### src/hw/ssp_top_end.sv
// no logic lives in this file
`timescale 1ns/1ns
`default_nettype none
`default_nettype wire
### src/hw/ssp_pkg.sv
// shared constants and carrier types for the supply settings and status block
package ssp_pkg;
    // voltage word width, millivolt units
    localparam int VAL_W = 24;
    // status register width
    localparam int REG_W = 16;
    // headroom above rated voltage allowed for guards and ceilings, percent
    localparam int unsigned GUARD_MARGIN_PCT = 1;
    localparam int unsigned PCT_BASE = 100;
    // bits that exist in the operation group
    localparam logic [15:0] OPER_USED = 16'h5f60;
    // bits that exist in the questionable group
    localparam logic [15:0] QUES_USED = 16'h704b;
    // operation bits all latch on rising condition
    localparam logic [15:0] OPER_LATCHED = 16'h5f60;
    // questionable bits that latch, the rest pass live
    localparam logic [15:0] QUES_LATCHED = 16'h3000;
    // preset values, 8193 and 255, masked to used bits when loaded
    localparam logic [15:0] OPER_PRESET = 16'h2001;
    localparam logic [15:0] QUES_PRESET = 16'h00ff;
    // value of masks, events and conditions after reset
    localparam logic [15:0] REG_RESET = 16'h0000;
    // error code -222, data out of range
    localparam logic [15:0] ERR_OUT_OF_RANGE = 16'hff22;
    localparam logic [15:0] ERR_NONE = 16'h0000;
    // staged value and setpoint after reset
    localparam logic [VAL_W-1:0] VOLT_RESET = 24'h00_0000;
    // summary bit positions in the status byte
    localparam int SB_OPER_BIT = 7;
    localparam int SB_QUES_BIT = 3;

    // command and query codes
    typedef enum logic [4:0] {
        OP_NONE, OP_NEG_GUARD_SET, OP_NEG_GUARD_GET, OP_POS_GUARD_SET, OP_POS_GUARD_GET,
        OP_CEIL_BOTH_SET, OP_CEIL_BOTH_GET, OP_CEIL_NEG_SET, OP_CEIL_NEG_GET,
        OP_CEIL_POS_SET, OP_CEIL_POS_GET, OP_STAGE_SET, OP_STAGE_GET, OP_TRIGGER,
        OP_CAP_SET, OP_CAP_GET, OP_PERSIST, OP_OPER_COND_GET, OP_OPER_MASK_SET,
        OP_OPER_MASK_GET, OP_OPER_EVENT_GET, OP_QUES_COND_GET, OP_QUES_MASK_SET,
        OP_QUES_MASK_GET, OP_QUES_EVENT_GET, OP_PRESET
    } ssp_op_t;

    // one decoded command or query
    typedef struct packed {
        logic valid;
        ssp_op_t op;
        logic [VAL_W-1:0] value;
    } ssp_cmd_t;

    // one query answer, first and second value
    typedef struct packed {
        logic valid;
        logic [VAL_W-1:0] first;
        logic [VAL_W-1:0] second;
    } ssp_resp_t;

    // operation condition bits, msb is bit 15
    typedef struct packed {
        logic nu15;
        logic sequence_running;
        logic nu13;
        logic sequence_done;
        logic sample_done;
        logic const_current_state;
        logic pulse_done;
        logic const_voltage_state;
        logic nu7;
        logic pulse_primed;
        logic awaiting_trigger;
        logic [4:0] nu4_0;
    } ssp_oper_bits_t;

    // questionable condition bits, msb is bit 15
    typedef struct packed {
        logic nu15;
        logic absorbing_energy;
        logic current_fault;
        logic voltage_fault;
        logic [4:0] nu11_7;
        logic follower_fault;
        logic [1:0] nu5_4;
        logic thermal_fault;
        logic nu2;
        logic current_regulation_fault;
        logic voltage_regulation_fault;
    } ssp_ques_bits_t;
endpackage

### src/hw/ssp_event_merge.sv
// event latch update and summary for one status group
`timescale 1ns/1ns
`default_nettype none
module ssp_event_merge #(
    parameter logic [15:0] USED = 16'hffff,
    parameter logic [15:0] LATCHED = 16'hffff
) (
    input wire logic [15:0] cond_i,
    input wire logic [15:0] prev_i,
    input wire logic [15:0] event_i,
    input wire logic [15:0] mask_i,
    input wire logic clear_i,
    output logic [15:0] next_event_o,
    output logic [15:0] view_o,
    output logic next_summary_o
);
    // rising edges of latching conditions
    logic [15:0] rise;

    always_comb begin
        rise = cond_i & ~prev_i & LATCHED & USED;
        // a new event wins over the clear of the same cycle
        next_event_o = (clear_i ? 16'h0000 : event_i) | rise;
        // what a read returns now: latched bits plus live unlatched bits
        view_o = ((event_i & LATCHED) | (prev_i & ~LATCHED)) & USED;
        // summary as it will stand next cycle
        next_summary_o = |((((next_event_o & LATCHED) | (cond_i & ~LATCHED)) & USED) & mask_i);
    end
endmodule
`default_nettype wire

### src/hw/ssp_sync.sv
// two stage synchroniser for the analogue status inputs
`timescale 1ns/1ns
`default_nettype none
module ssp_sync #(
    parameter int W = 32
) (
    input wire logic clock_i,
    input wire logic rst_i,
    input wire logic [W-1:0] async_i,
    output logic [W-1:0] sync_o
);
    // both stages in one state word
    typedef struct packed {
        logic [W-1:0] meta;
        logic [W-1:0] stable;
    } ssp_sync_state_t;

    ssp_sync_state_t st;
    ssp_sync_state_t next_st;

    // first stage feeds only the second
    always_comb begin
        next_st.meta = async_i;
        next_st.stable = st.meta;
    end

    // register both stages
    always_ff @(posedge clock_i) begin
        if (rst_i) begin
            st <= '0;
        end else begin
            st <= next_st;
        end
    end

    assign sync_o = st.stable;
endmodule
`default_nettype wire

### src/hw/ssp_top.sv
// supply protection limits, staged voltage and status groups
`timescale 1ns/1ns
`default_nettype none
// Function
// [RULE1] store and return negative protection guard
// [RULE2] store and return positive protection guard
// [RULE3] one command sets both ceilings; persist separately
// [RULE4] ceiling query answers positive then negative
// [RULE5] separate ceilings, own queries, persisted on update; code persists them only on OP_PERSIST
// [RULE6] staged value moves to setpoint on trigger
// [RULE7] staged value above model maximum posts -222
// [RULE8] staged value above software cap is clamped
// [RULE9] operation condition live, reading leaves unchanged
// [RULE10] operation bit positions fixed, unused bits empty
// [RULE11] status byte bit 7 summarises operation
// [RULE12] operation events latch, read clears them
// [RULE13] operation mask writable and read back
// [RULE14] preset loads masks 8193 and 255; code masks them to used bits, loading 0 and 75
// [RULE15] questionable: bits 13,12 latch, read clears
// [RULE16] questionable bit positions fixed, unused bits empty
// [RULE17] questionable condition live, one means active
// [RULE18] both regulation faults may show together
// [RULE19] status byte bit 3 summarises questionable
// [RULE20] unused bits read zero, writes ignored
module ssp_top #(
    parameter int unsigned RATED_MV = 36000
) (
    input wire logic clock_i,
    input wire logic rst_i,
    input wire ssp_pkg::ssp_cmd_t cmd_i,
    input wire ssp_pkg::ssp_oper_bits_t oper_cond_i,
    input wire ssp_pkg::ssp_ques_bits_t ques_cond_i,
    output ssp_pkg::ssp_resp_t resp_o,
    output logic err_post_o,
    output logic [15:0] err_code_o,
    output logic [ssp_pkg::VAL_W-1:0] setpoint_o,
    output logic [ssp_pkg::VAL_W-1:0] pos_guard_o,
    output logic [ssp_pkg::VAL_W-1:0] neg_guard_o,
    output logic nvm_store_o,
    output logic [ssp_pkg::VAL_W-1:0] nvm_pos_ceil_o,
    output logic [ssp_pkg::VAL_W-1:0] nvm_neg_ceil_o,
    output logic [7:0] status_byte_o
);
    localparam int VW = ssp_pkg::VAL_W;
    // model maximum and guard maximum, rated plus margin rounded down
    localparam logic [VW-1:0] MODEL_MAX = VW'(RATED_MV);
    localparam logic [VW-1:0] GUARD_MAX =
        VW'((RATED_MV * (ssp_pkg::PCT_BASE + ssp_pkg::GUARD_MARGIN_PCT)) / ssp_pkg::PCT_BASE);

    // whole block state
    typedef struct packed {
        logic [VW-1:0] pos_guard;
        logic [VW-1:0] neg_guard;
        logic [VW-1:0] pos_ceil;
        logic [VW-1:0] neg_ceil;
        logic [VW-1:0] cap;
        logic [VW-1:0] staged;
        logic [VW-1:0] setpoint;
        logic [15:0] oper_cond;
        logic [15:0] oper_ev;
        logic [15:0] oper_mask;
        logic [15:0] ques_cond;
        logic [15:0] ques_ev;
        logic [15:0] ques_mask;
        ssp_pkg::ssp_resp_t resp;
        logic err_post;
        logic [15:0] err_code;
        logic nvm_store;
        logic [VW-1:0] nvm_pos;
        logic [VW-1:0] nvm_neg;
        logic [7:0] sbyte;
    } ssp_state_t;

    ssp_state_t st;
    ssp_state_t next_st;

    // synchronised raw condition inputs
    logic [31:0] cond_sync;
    // conditions with unused positions forced to zero
    logic [15:0] oper_live;
    logic [15:0] ques_live;
    // event register read strobes
    logic oper_rd;
    logic ques_rd;
    // merge results
    logic [15:0] oper_next_ev;
    logic [15:0] oper_view;
    logic oper_next_sum;
    logic [15:0] ques_next_ev;
    logic [15:0] ques_view;
    logic ques_next_sum;
    // command value range checks
    logic over_guard;
    logic over_model;

    // condition pins come from the analogue side, so synchronise
    ssp_sync #(.W(32)) u_sync (
        .clock_i(clock_i),
        .rst_i(rst_i),
        .async_i({oper_cond_i, ques_cond_i}),
        .sync_o(cond_sync)
    );

    assign oper_live = cond_sync[31:16] & ssp_pkg::OPER_USED; // [RULE10]
    assign ques_live = cond_sync[15:0] & ssp_pkg::QUES_USED; // [RULE16]
    assign oper_rd = cmd_i.valid && (cmd_i.op == ssp_pkg::OP_OPER_EVENT_GET);
    assign ques_rd = cmd_i.valid && (cmd_i.op == ssp_pkg::OP_QUES_EVENT_GET);
    assign over_guard = cmd_i.value > GUARD_MAX;
    assign over_model = cmd_i.value > MODEL_MAX;

    // operation group: every used bit latches
    ssp_event_merge #(.USED(ssp_pkg::OPER_USED), .LATCHED(ssp_pkg::OPER_LATCHED)) u_oper (
        .cond_i(oper_live),
        .prev_i(st.oper_cond),
        .event_i(st.oper_ev),
        .mask_i(st.oper_mask),
        .clear_i(oper_rd),
        .next_event_o(oper_next_ev),
        .view_o(oper_view),
        .next_summary_o(oper_next_sum)
    );

    // questionable group: only current and voltage error latch
    ssp_event_merge #(.USED(ssp_pkg::QUES_USED), .LATCHED(ssp_pkg::QUES_LATCHED)) u_ques (
        .cond_i(ques_live),
        .prev_i(st.ques_cond),
        .event_i(st.ques_ev),
        .mask_i(st.ques_mask),
        .clear_i(ques_rd),
        .next_event_o(ques_next_ev),
        .view_o(ques_view),
        .next_summary_o(ques_next_sum)
    );

    // command decode and next state
    always_comb begin
        next_st = st;
        next_st.resp = '0;
        next_st.err_post = 1'b0;
        next_st.nvm_store = 1'b0;
        if (cmd_i.valid) begin
            case (cmd_i.op)
                ssp_pkg::OP_NEG_GUARD_SET: begin
                    if (over_guard) begin
                        next_st.err_post = 1'b1;
                    end else begin
                        // guard never above its ceiling
                        next_st.neg_guard = (cmd_i.value > st.neg_ceil) ? st.neg_ceil : cmd_i.value; // [RULE1]
                    end
                end
                ssp_pkg::OP_POS_GUARD_SET: begin
                    if (over_guard) begin
                        next_st.err_post = 1'b1;
                    end else begin
                        next_st.pos_guard = (cmd_i.value > st.pos_ceil) ? st.pos_ceil : cmd_i.value; // [RULE2]
                    end
                end
                ssp_pkg::OP_CEIL_BOTH_SET: begin
                    if (over_guard) begin
                        next_st.err_post = 1'b1;
                    end else begin
                        // one value to both ceilings, guards pulled down to fit
                        next_st.pos_ceil = cmd_i.value; // [RULE3]
                        next_st.neg_ceil = cmd_i.value; // [RULE3]
                        next_st.pos_guard = (st.pos_guard > cmd_i.value) ? cmd_i.value : st.pos_guard;
                        next_st.neg_guard = (st.neg_guard > cmd_i.value) ? cmd_i.value : st.neg_guard;
                    end
                end
                ssp_pkg::OP_CEIL_NEG_SET: begin
                    if (over_guard) begin
                        next_st.err_post = 1'b1;
                    end else begin
                        next_st.neg_ceil = cmd_i.value; // [RULE5]
                        next_st.neg_guard = (st.neg_guard > cmd_i.value) ? cmd_i.value : st.neg_guard;
                    end
                end
                ssp_pkg::OP_CEIL_POS_SET: begin
                    if (over_guard) begin
                        next_st.err_post = 1'b1;
                    end else begin
                        next_st.pos_ceil = cmd_i.value; // [RULE5]
                        next_st.pos_guard = (st.pos_guard > cmd_i.value) ? cmd_i.value : st.pos_guard;
                    end
                end
                ssp_pkg::OP_STAGE_SET: begin
                    if (over_model) begin
                        // rejected, staged value kept
                        next_st.err_post = 1'b1; // [RULE7]
                    end else if (cmd_i.value > st.cap) begin
                        next_st.staged = st.cap; // [RULE8]
                    end else begin
                        next_st.staged = cmd_i.value; // [RULE6]
                    end
                end
                ssp_pkg::OP_CAP_SET: begin
                    if (over_model) begin
                        next_st.err_post = 1'b1;
                    end else begin
                        next_st.cap = cmd_i.value;
                    end
                end
                // trigger copies staged value to the output setpoint
                ssp_pkg::OP_TRIGGER: next_st.setpoint = st.staged; // [RULE6]
                // snapshot ceilings for the non-volatile store
                ssp_pkg::OP_PERSIST: begin
                    next_st.nvm_store = 1'b1; // [RULE3]
                    next_st.nvm_pos = st.pos_ceil; // [RULE5]
                    next_st.nvm_neg = st.neg_ceil; // [RULE5]
                end
                ssp_pkg::OP_OPER_MASK_SET: next_st.oper_mask = cmd_i.value[15:0] & ssp_pkg::OPER_USED; // [RULE13]
                ssp_pkg::OP_QUES_MASK_SET: next_st.ques_mask = cmd_i.value[15:0] & ssp_pkg::QUES_USED; // [RULE20]
                ssp_pkg::OP_PRESET: begin
                    next_st.oper_mask = ssp_pkg::OPER_PRESET & ssp_pkg::OPER_USED; // [RULE14]
                    next_st.ques_mask = ssp_pkg::QUES_PRESET & ssp_pkg::QUES_USED; // [RULE14]
                end
                // queries answer next cycle
                ssp_pkg::OP_NEG_GUARD_GET: next_st.resp = '{1'b1, st.neg_guard, VW'(0)}; // [RULE1]
                ssp_pkg::OP_POS_GUARD_GET: next_st.resp = '{1'b1, st.pos_guard, VW'(0)}; // [RULE2]
                ssp_pkg::OP_CEIL_BOTH_GET: next_st.resp = '{1'b1, st.pos_ceil, st.neg_ceil}; // [RULE4]
                ssp_pkg::OP_CEIL_NEG_GET: next_st.resp = '{1'b1, st.neg_ceil, VW'(0)}; // [RULE5]
                ssp_pkg::OP_CEIL_POS_GET: next_st.resp = '{1'b1, st.pos_ceil, VW'(0)}; // [RULE5]
                ssp_pkg::OP_STAGE_GET: next_st.resp = '{1'b1, st.staged, VW'(0)}; // [RULE6]
                ssp_pkg::OP_CAP_GET: next_st.resp = '{1'b1, st.cap, VW'(0)};
                ssp_pkg::OP_OPER_COND_GET: next_st.resp = '{1'b1, VW'(st.oper_cond), VW'(0)}; // [RULE9]
                ssp_pkg::OP_OPER_MASK_GET: next_st.resp = '{1'b1, VW'(st.oper_mask), VW'(0)}; // [RULE13]
                ssp_pkg::OP_OPER_EVENT_GET: next_st.resp = '{1'b1, VW'(oper_view), VW'(0)}; // [RULE12]
                ssp_pkg::OP_QUES_COND_GET: next_st.resp = '{1'b1, VW'(st.ques_cond), VW'(0)}; // [RULE17]
                ssp_pkg::OP_QUES_MASK_GET: next_st.resp = '{1'b1, VW'(st.ques_mask), VW'(0)};
                ssp_pkg::OP_QUES_EVENT_GET: next_st.resp = '{1'b1, VW'(ques_view), VW'(0)}; // [RULE15]
                default: next_st.resp = '0;
            endcase
            // every refusal reports data out of range
            if (next_st.err_post) begin
                next_st.err_code = ssp_pkg::ERR_OUT_OF_RANGE; // [RULE7]
            end
        end
        // live conditions, no latching, both regulation faults may coexist
        next_st.oper_cond = oper_live; // [RULE9]
        next_st.ques_cond = ques_live; // [RULE17] [RULE18]
        next_st.oper_ev = oper_next_ev; // [RULE12]
        next_st.ques_ev = ques_next_ev; // [RULE15]
        next_st.sbyte = 8'h00;
        next_st.sbyte[ssp_pkg::SB_OPER_BIT] = oper_next_sum; // [RULE11]
        next_st.sbyte[ssp_pkg::SB_QUES_BIT] = ques_next_sum; // [RULE19]
    end

    // state register
    always_ff @(posedge clock_i) begin
        if (rst_i) begin
            st <= '0;
            st.pos_guard <= GUARD_MAX;
            st.neg_guard <= GUARD_MAX;
            st.pos_ceil <= GUARD_MAX;
            st.neg_ceil <= GUARD_MAX;
            st.cap <= MODEL_MAX;
            st.staged <= ssp_pkg::VOLT_RESET;
            st.setpoint <= ssp_pkg::VOLT_RESET;
            st.oper_mask <= ssp_pkg::REG_RESET;
            st.ques_mask <= ssp_pkg::REG_RESET;
            st.err_code <= ssp_pkg::ERR_NONE;
        end else begin
            st <= next_st;
        end
    end

    // outputs straight from state
    assign resp_o = st.resp;
    assign err_post_o = st.err_post;
    assign err_code_o = st.err_code;
    assign setpoint_o = st.setpoint;
    assign pos_guard_o = st.pos_guard;
    assign neg_guard_o = st.neg_guard;
    assign nvm_store_o = st.nvm_store;
    assign nvm_pos_ceil_o = st.nvm_pos;
    assign nvm_neg_ceil_o = st.nvm_neg;
    assign status_byte_o = st.sbyte;
endmodule
`default_nettype wire

### config.mk
export PLATFORM = sky130hd
export DESIGN_NAME = ssp_top
export DESIGN_NICKNAME = d
export VERILOG_FILES = /design/src/hw/ssp_top_end.sv /design/src/hw/ssp_pkg.sv /design/src/hw/ssp_event_merge.sv /design/src/hw/ssp_sync.sv /design/src/hw/ssp_top.sv
export SDC_FILE = /design/constraint.sdc
export NUM_CORES = 1
export LEC_CHECK = 0
export BUFFER_PORTS_ARGS = -buffer_cell sky130_fd_sc_hd__buf_2
export CELL_PAD_IN_SITES_DETAIL_PLACEMENT = 2
export CELL_PAD_IN_SITES_GLOBAL_PLACEMENT = 2
export CORE_MARGIN = 5
export CORE_UTILIZATION = 31
export DETAILED_ROUTE_END_ITERATION = 6
export HOLD_SLACK_MARGIN = 0.1
export PLACE_DENSITY = 0.87
export SYNTH_ARGS = -nofsm -noshare
export SYNTH_HDL_FRONTEND = slang
export SYNTH_SLANG_ARGS = --single-unit
### constraint.sdc
create_clock -name clock_i -period 2.6 [get_ports clock_i]
set_input_delay 0.26 -clock clock_i [delete_from_list [all_inputs] [get_ports clock_i]]
set_output_delay 0.26 -clock clock_i [all_outputs]
set_load 0.005 [all_outputs]
## Word level (Yosys, flattened, before mapping)

Cells that the tools add are included.

| word-level totals | value |
|---|---|
| flip-flop bits (word level) | 417 |
| input port bits | 64 |
| logic and storage cells | 124 |

| operators by class | value |
|---|---|
| magnitude comparators | 7 |
| equal/unequal tests | 30 |
| mux-type cells | 25 |
| bitwise operators | 13 |
| reductions and logical operators | 24 |

Operators with widths:

| cell | number |
|---|---|
| 49-bit one-hot mux with 13 select lines | 1 |
| 24-bit 2-to-1 mux | 10 |
| 24-bit one-hot mux with 3 select lines | 2 |
| 24-bit > comparator | 5 |
| 96-bit 2-to-1 mux | 1 |
| 24-bit one-hot mux with 2 select lines | 2 |
| 16-bit one-hot mux with 2 select lines | 2 |
| 5-bit equality test, second input constant | 10 |
| 49-bit 2-to-1 mux | 1 |
| 24-bit by 16-bit > comparator with 1-bit output, second input constant | 2 |
| 5-bit by 4-bit equality test with 1-bit output, second input constant | 8 |
| 15-bit by 16-bit bitwise AND with 16-bit output | 2 |
| 16-bit 2-to-1 mux | 2 |
| 16-bit OR reduction | 2 |
| 14-bit by 15-bit OR with 15-bit output | 2 |
| 5-bit by 3-bit equality test with 1-bit output, second input constant | 4 |
| 16-bit by 14-bit OR with 16-bit output | 1 |
| 16-bit by 15-bit OR with 16-bit output | 1 |
| 15-bit bitwise AND | 1 |
| 15-bit inverter | 1 |
| 15-bit by 14-bit OR with 15-bit output, second input constant | 1 |
| 14-bit bitwise AND | 1 |
| 14-bit inverter | 1 |
| 5-bit by 2-bit equality test with 1-bit output, second input constant | 2 |
| 14 further kinds | 34 |

## Longest topological paths before layout

| logic depth | value |
|---|---|
| depth after elaboration | 7 |
| depth in mapped cells | 11 |
| gate-level depth less buffers | 9 |

## By module

A second synthesis with hierarchy kept.

| second synthesis, totals | value |
|---|---|
| cell total of the unflattened synthesis | 2289 |
| area, all modules | 19789.0 um^2 |

By module, submodules not included:

| module | times used | cells an instance | area each (um^2) | seq. area each (um^2) |
|---|---|---|---|---|
| ssp_top | 1 | 2057 | 17224.0 | 6646.4 |
| ssp_sync | 1 | 135 | 1918.1 | 1281.2 |
| ssp_event_merge at u_oper | 1 | 55 | 371.6 | 0.0 |
| ssp_event_merge at u_ques | 1 | 42 | 275.3 | 0.0 |

## Worst setup path after synthesis

OpenSTA, ideal clock, no wires.

| timing | value |
|---|---|
| path type | flip-flop to flip-flop |
| start point | register st[292] (netlist bit) |
| end point | register st, in the netlist neg_guard_o[15] |
| library setup time | 0.137 ns |
| arrival time | 2.453 ns |
| path slack | 0.010 ns |
| stages on the path, launching flop included | 11 |
| path buffers | 1 |
| clock period less this slack | 2.590 ns |
| cells stage by stage | dfxtp_1 > inv_1 > ha_1 > nor2b_1 > o211ai_1 > a21oi_1 > o31a_1 > o41ai_4 > buf_2 > mux2i_1 > a31oi_1 |

| on the way | value |
|---|---|
| cells in the longest elaborated chain, start to end | 4 |

RTL lines:

| item | line | RTL |
|---|---|---|
| start: declaration | ssp_top.sv:74 | `ssp_state_t st;` |
| start signal: assignment | ssp_top.sv:262 | `st <= next_st;` |
| 24-bit > comparator | ssp_top.sv:148 | `next_st.neg_guard = (cmd_i.value > st.neg_ceil) ? st.neg_ceil : cmd_i.value;` |
| 24-bit 2-to-1 mux | ssp_top.sv:148 |  |
| 24-bit 2-to-1 mux | ssp_top.sv:144 | `if (over_guard) begin` |
| 24-bit one-hot mux with 3 select lines | ssp_top.sv:142 | `case (cmd_i.op)` |

No other way between the ends. The select of a mux whose other input is x is not followed.
A chain may end at the register's enable or synchronous reset.

## Worst setup path after layout

| timing | value |
|---|---|
| start point | input port cmd_i[21] (netlist bit) |
| end point | register st[257] (netlist bit) |

| on the way | value |
|---|---|
| cells in the longest elaborated chain, start to end | 3 |
| elaborated cells between the ends (all ways) | 5 |

RTL lines:

| item | line | RTL |
|---|---|---|
| start: declaration | ssp_top.sv:30 | `input wire ssp_pkg::ssp_cmd_t cmd_i,` |
| 24-bit by 16-bit > comparator with 1-bit output | ssp_top.sv:109 | `assign over_model = cmd_i.value > MODEL_MAX;` |
| 1-bit inverter (no line) | -- |  |
| 3-bit AND reduction (no line) | -- |  |

Several ways; a longest one is shown, not always the timed one.

==> summary.txt <==
Outcome
  • Status: finished, violations left
  • Failing checks: setup timing

Yosys
  • Sequential share of the synthesized area: 39.8%
  • Ys async rst share: 0%
  • Main synth FF type: dfxtp_1
  • Post-synth EDFFs: 0
  • Avg Cell Area, Syn: 8.52 µm²
  • Synth Instances: 2,010
  • Synth cell types: 64
  • Mapped Area: 0.0171 mm²
  • Synth warnings: 0
  • FF+latch count, synth: 340

Drt
  • Starting DRT DRC Count: 2,352
  • Final WL: roughly 100,000 µm
  • DR vias: between 15,000 and 20,000
  • DR vias/cell: about 6.1
  • ANT nets after route: 0
  • Routed WL per cell: 34.5 µm
  • Residual DRC count: 0
  • First-pass DRT Iterations: 6

Critical path
  • Reg2reg start: st[286]
  • CP Cell Sequence: buf_2 -> buf_12 -> nor4_2 -> buf_4 -> and2_1 -> nand3_1 -> o2bb2ai_1 -> buf_4 -> nor3b_2 -> buf_4 -> nor2_1 -> a311oi_4
  • Setup crit start kind: input port
  • Crit path to: st[257]
  • Slowest stage cell, crit path: nor4_2
  • Worst-path fanout max: 18
  • Reg-to-reg endpoint: st[257]
  • CP Capture Type: flip-flop
  • Worst path required time: 3.05 ns
  • R2R cell count: 12
  • Worst path arrival time: 3.92 ns
  • R2R setup slack: -0.64 ns
  • Largest stage delay, worst path: 0.61 ns
  • Critical path's most frequent cell: buf_4
  • Crit path launch: cmd_i[21]
  • Worst setup path class: in2reg

Clocking
  • CTS tree: done
  • Clk_lat worst skew: 0.61 ns
  • Clock tree root driver cell: clkbuf_16
  • Clk buf depth: 3
  • CTS Buf Count: 42
  • H-Tree Depth: 2
  • Clock tree sinks: 340
  • Clk slew on worst S/H paths: 0.09 ns

Placed design
  • HPWL Detailed: about 59,000 µm
  • PortBufs: 229
  • Placer Congestion: between 0.9 and 1
  • Pre-CTS setup slack: -0.425 ns

Floorplan
  • Die Span X: 245 µm
  • I/O pins: 259
  • # rows: between 80 and 90
  • Die area: roughly 0.06 mm²
  • Die span in y: 245 µm
  • Initial Util: 31.2%
  • CORE AREA: between 0.05 and 0.06 mm²

Layout
  • Layout cells sized above 1: 34.6%
  • Nets: 2,486
  • P&R area growth vs syn: 32.7%
  • Fillers: between 5,000 and 6,000
  • Multi-input gate area: 0.00910 mm²
  • Storage cell area: 0.00686 mm²

Global routing
  • Vias in the first global route: approximately 20,000
  • Largest net degree at the start of global routing: 130
  • Antenna violations before repair: 4
  • First-pass GRT wire length: between 100,000 and 150,000 µm
  • Total GRT Usage: 29.7%
  • Global route total overflow: 0

Timing
  • Max-slew violation count: 0
  • RSZ-0062 raised after global routing: true
  • Final hold violations: 0
  • Skew final: 0.0421 ns
  • Hold slack: 0.135 ns
  • Fmax: 0.288 GHz
  • Min cycle time layout: roughly 3.5 ns
  • Actual slew at the worst max-slew pin: 0.891 ns
  • Worst rel slew slack: 40.3%
  • Final period util: 133%
  • # setup viols final: 92
  • Worst Setup Slack, final: -0.871 ns

Pwr
  • Total chip power: 12.8 mW
  • Leakage power: a little under 10 nW
  • Max VDD drop: about 0.00036 V
  • Pwr dens: 565 mW/mm²

Flow run
  • Max_cap viols: 0

Worst hold path
  • Hold Crit Class: in2reg
-- worst min-delay path by stage --
| stage | from | endpoint | slack, ns | depth (start not counted) |
|---|---|---|---|---|
| 6_report | cmd_i[4] | st[319] | 0.14 | 4 |
| 3_5_place_dp | u_sync.next_st[24] | u_sync.sync_o[24] | 0.43 | 1 |
| 2_1_floorplan | ques_cond_i[0] | u_sync.next_st[0] | 0.39 | 1 |
| 4_1_cts | cmd_i[4] | st[319] | 0.11 | 4 |
| 5_1_grt | cmd_i[4] | st[319] | 0.15 | 4 |
| 3_3_place_gp | u_sync.next_st[28] | u_sync.sync_o[28] | 0.42 | 1 |
-- cell usage after synthesis (4+ instances only) --
| master | instances | area, µm² |
|---|---|---|
| a211oi_2 | 10 | 125 |
| a21o_1 | 7 | 52.6 |
| a21oi_1 | 203 | 1020 |
| a221oi_1 | 11 | 96.3 |
| a222oi_1 | 12 | 120 |
| a22o_1 | 13 | 114 |
| a22oi_1 | 54 | 405 |
| a311oi_1 | 20 | 175 |
| a31oi_1 | 28 | 175 |
| and2_1 | 29 | 181 |
| and3_1 | 16 | 100 |
| buf_1 | 4 | 15.0 |
| buf_2 | 14 | 70.1 |
| buf_4 | 197 | 1480 |
| clkbuf_1 | 90 | 338 |
| dfxtp_1 | 340 | 6810 |
| ha_1 | 120 | 1500 |
| inv_1 | 110 | 413 |
| mux2i_1 | 45 | 450 |
| nand2_1 | 272 | 1020 |
| nand2b_1 | 27 | 169 |
| nand3_1 | 33 | 165 |
| nand4_1 | 30 | 188 |
| nor2_1 | 74 | 278 |
| nor2b_1 | 64 | 400 |
| nor3_1 | 43 | 215 |
| nor4_1 | 11 | 68.8 |
| o211a_1 | 14 | 140 |
| o211ai_1 | 20 | 150 |
| o21ai_0 | 33 | 165 |
| o21ai_1 | 15 | 75.1 |
| o22ai_1 | 4 | 25.0 |
-- registers in the layout, summed over array words and instances (netlist names) --
signal	count
err_code_o	1
err_post_o	1
neg_guard_o	24
nvm_neg_ceil_o	24
nvm_pos_ceil_o	24
nvm_store_o	1
pos_guard_o	24
resp_o	49
setpoint_o	24
st	136
status_byte_o	2
u_sync.next_st	15
u_sync.sync_o	15
-- kinds of logic after synthesis --
logic type                 count (synthesis)  share of synthesized area (%)
and+or+nand+nor                          612                           16.9
DFF                                      340                           39.8
muxes                                     45                           2.63
buffers and inverters                    418                           13.7
AOI/OAI and AO/OA                        472                           18.1
other                                      1                         0.0219
xor gates and xnor gates                   2                          0.102
adders and majority gates                120                           8.77
-- stage by stage --
stage / TNS (ns) / utilization (%) / instances / area [µm²]
after floorplan: 0 / - / 2021 / 17200
after global placement: -9.86 / 35.6 / 2899 / 19500
after detailed placement: -27.20 / 35.6 / 2899 / 19500
after CTS: -0.234 / 39.8 / 3010 / 21800
after global routing: -16.11 / 41.4 / 3033 / 22700
final: -22.69 / 41.4 / 3033 / 22700
-- final cells by class --
type                    instances  share of cell area (%)
clock inverters                19                   0.963
inverters                     110                    1.85
multi-input cells            1263                    40.1
clock buffers                  51                    5.04
flip-flops and latches        340                    30.2
diodes                          1                  0.0110
well taps                     704                    3.88
repair buffers                545                    18.0
-- report_power, final --
part           leakage, nW  internal [mW]  switching, mW  total [mW]
clock                0.661           3.53           2.64        6.18
sequential            2.76           5.25         0.0250        5.27
combinational         6.18          0.522          0.864        1.39
-- repair_timing --
action                                 in CTS  in global routing
setup buffers                              14                 17
pin swaps                                  35                 75
setup endpoints to repair                  72                 73
cloned                                      1                  6
hold buffers                               26                  0
resized for setup                         121                142
endpoints found under the hold margin      39                  0
-- worst max-delay path, delay by kind of cell --
family / cells / cell delay [ns]
compound gates: 2 / 0.81
simple gates: 5 / 1.68
buf+inv: 5 / 1.14
-- cells in the final DEF (no fill, tap or decap), drive strengths merged, types with 4 or more instances in the layout --
cell type,instances
nor4,12
a21o,7
a22oi,54
buf,514
clkinvlp,5
dfxtp,340
conb,12
nand4,30
nand2b,27
nor2,75
nand3,33
nor2b,64
nand2,273
ha,120
o211ai,20
o211a,14
a221oi,11
o22ai,4
o21ai,48
and3,16
a311oi,21
a22o,13
nor3,43
a211oi,12
a21oi,204
inv,112
mux2i,45
clkbuf,56
clkinv,8
a31oi,28
a222oi,12
and2,29
bufinv,4
dlygate4sd3,26
-- layer usage --
layer  vias to the layer above  part of all wire [%]  GRT usage [%]
met5                         -                 0.039              0
met4                         6                   8.9           19.1
met3                       609                    10           6.97
met2                      1487                    44           48.5
met1                      9147                    36           35.1
li1                       7386                     -              -
Power figures use the tool's default switching activity.
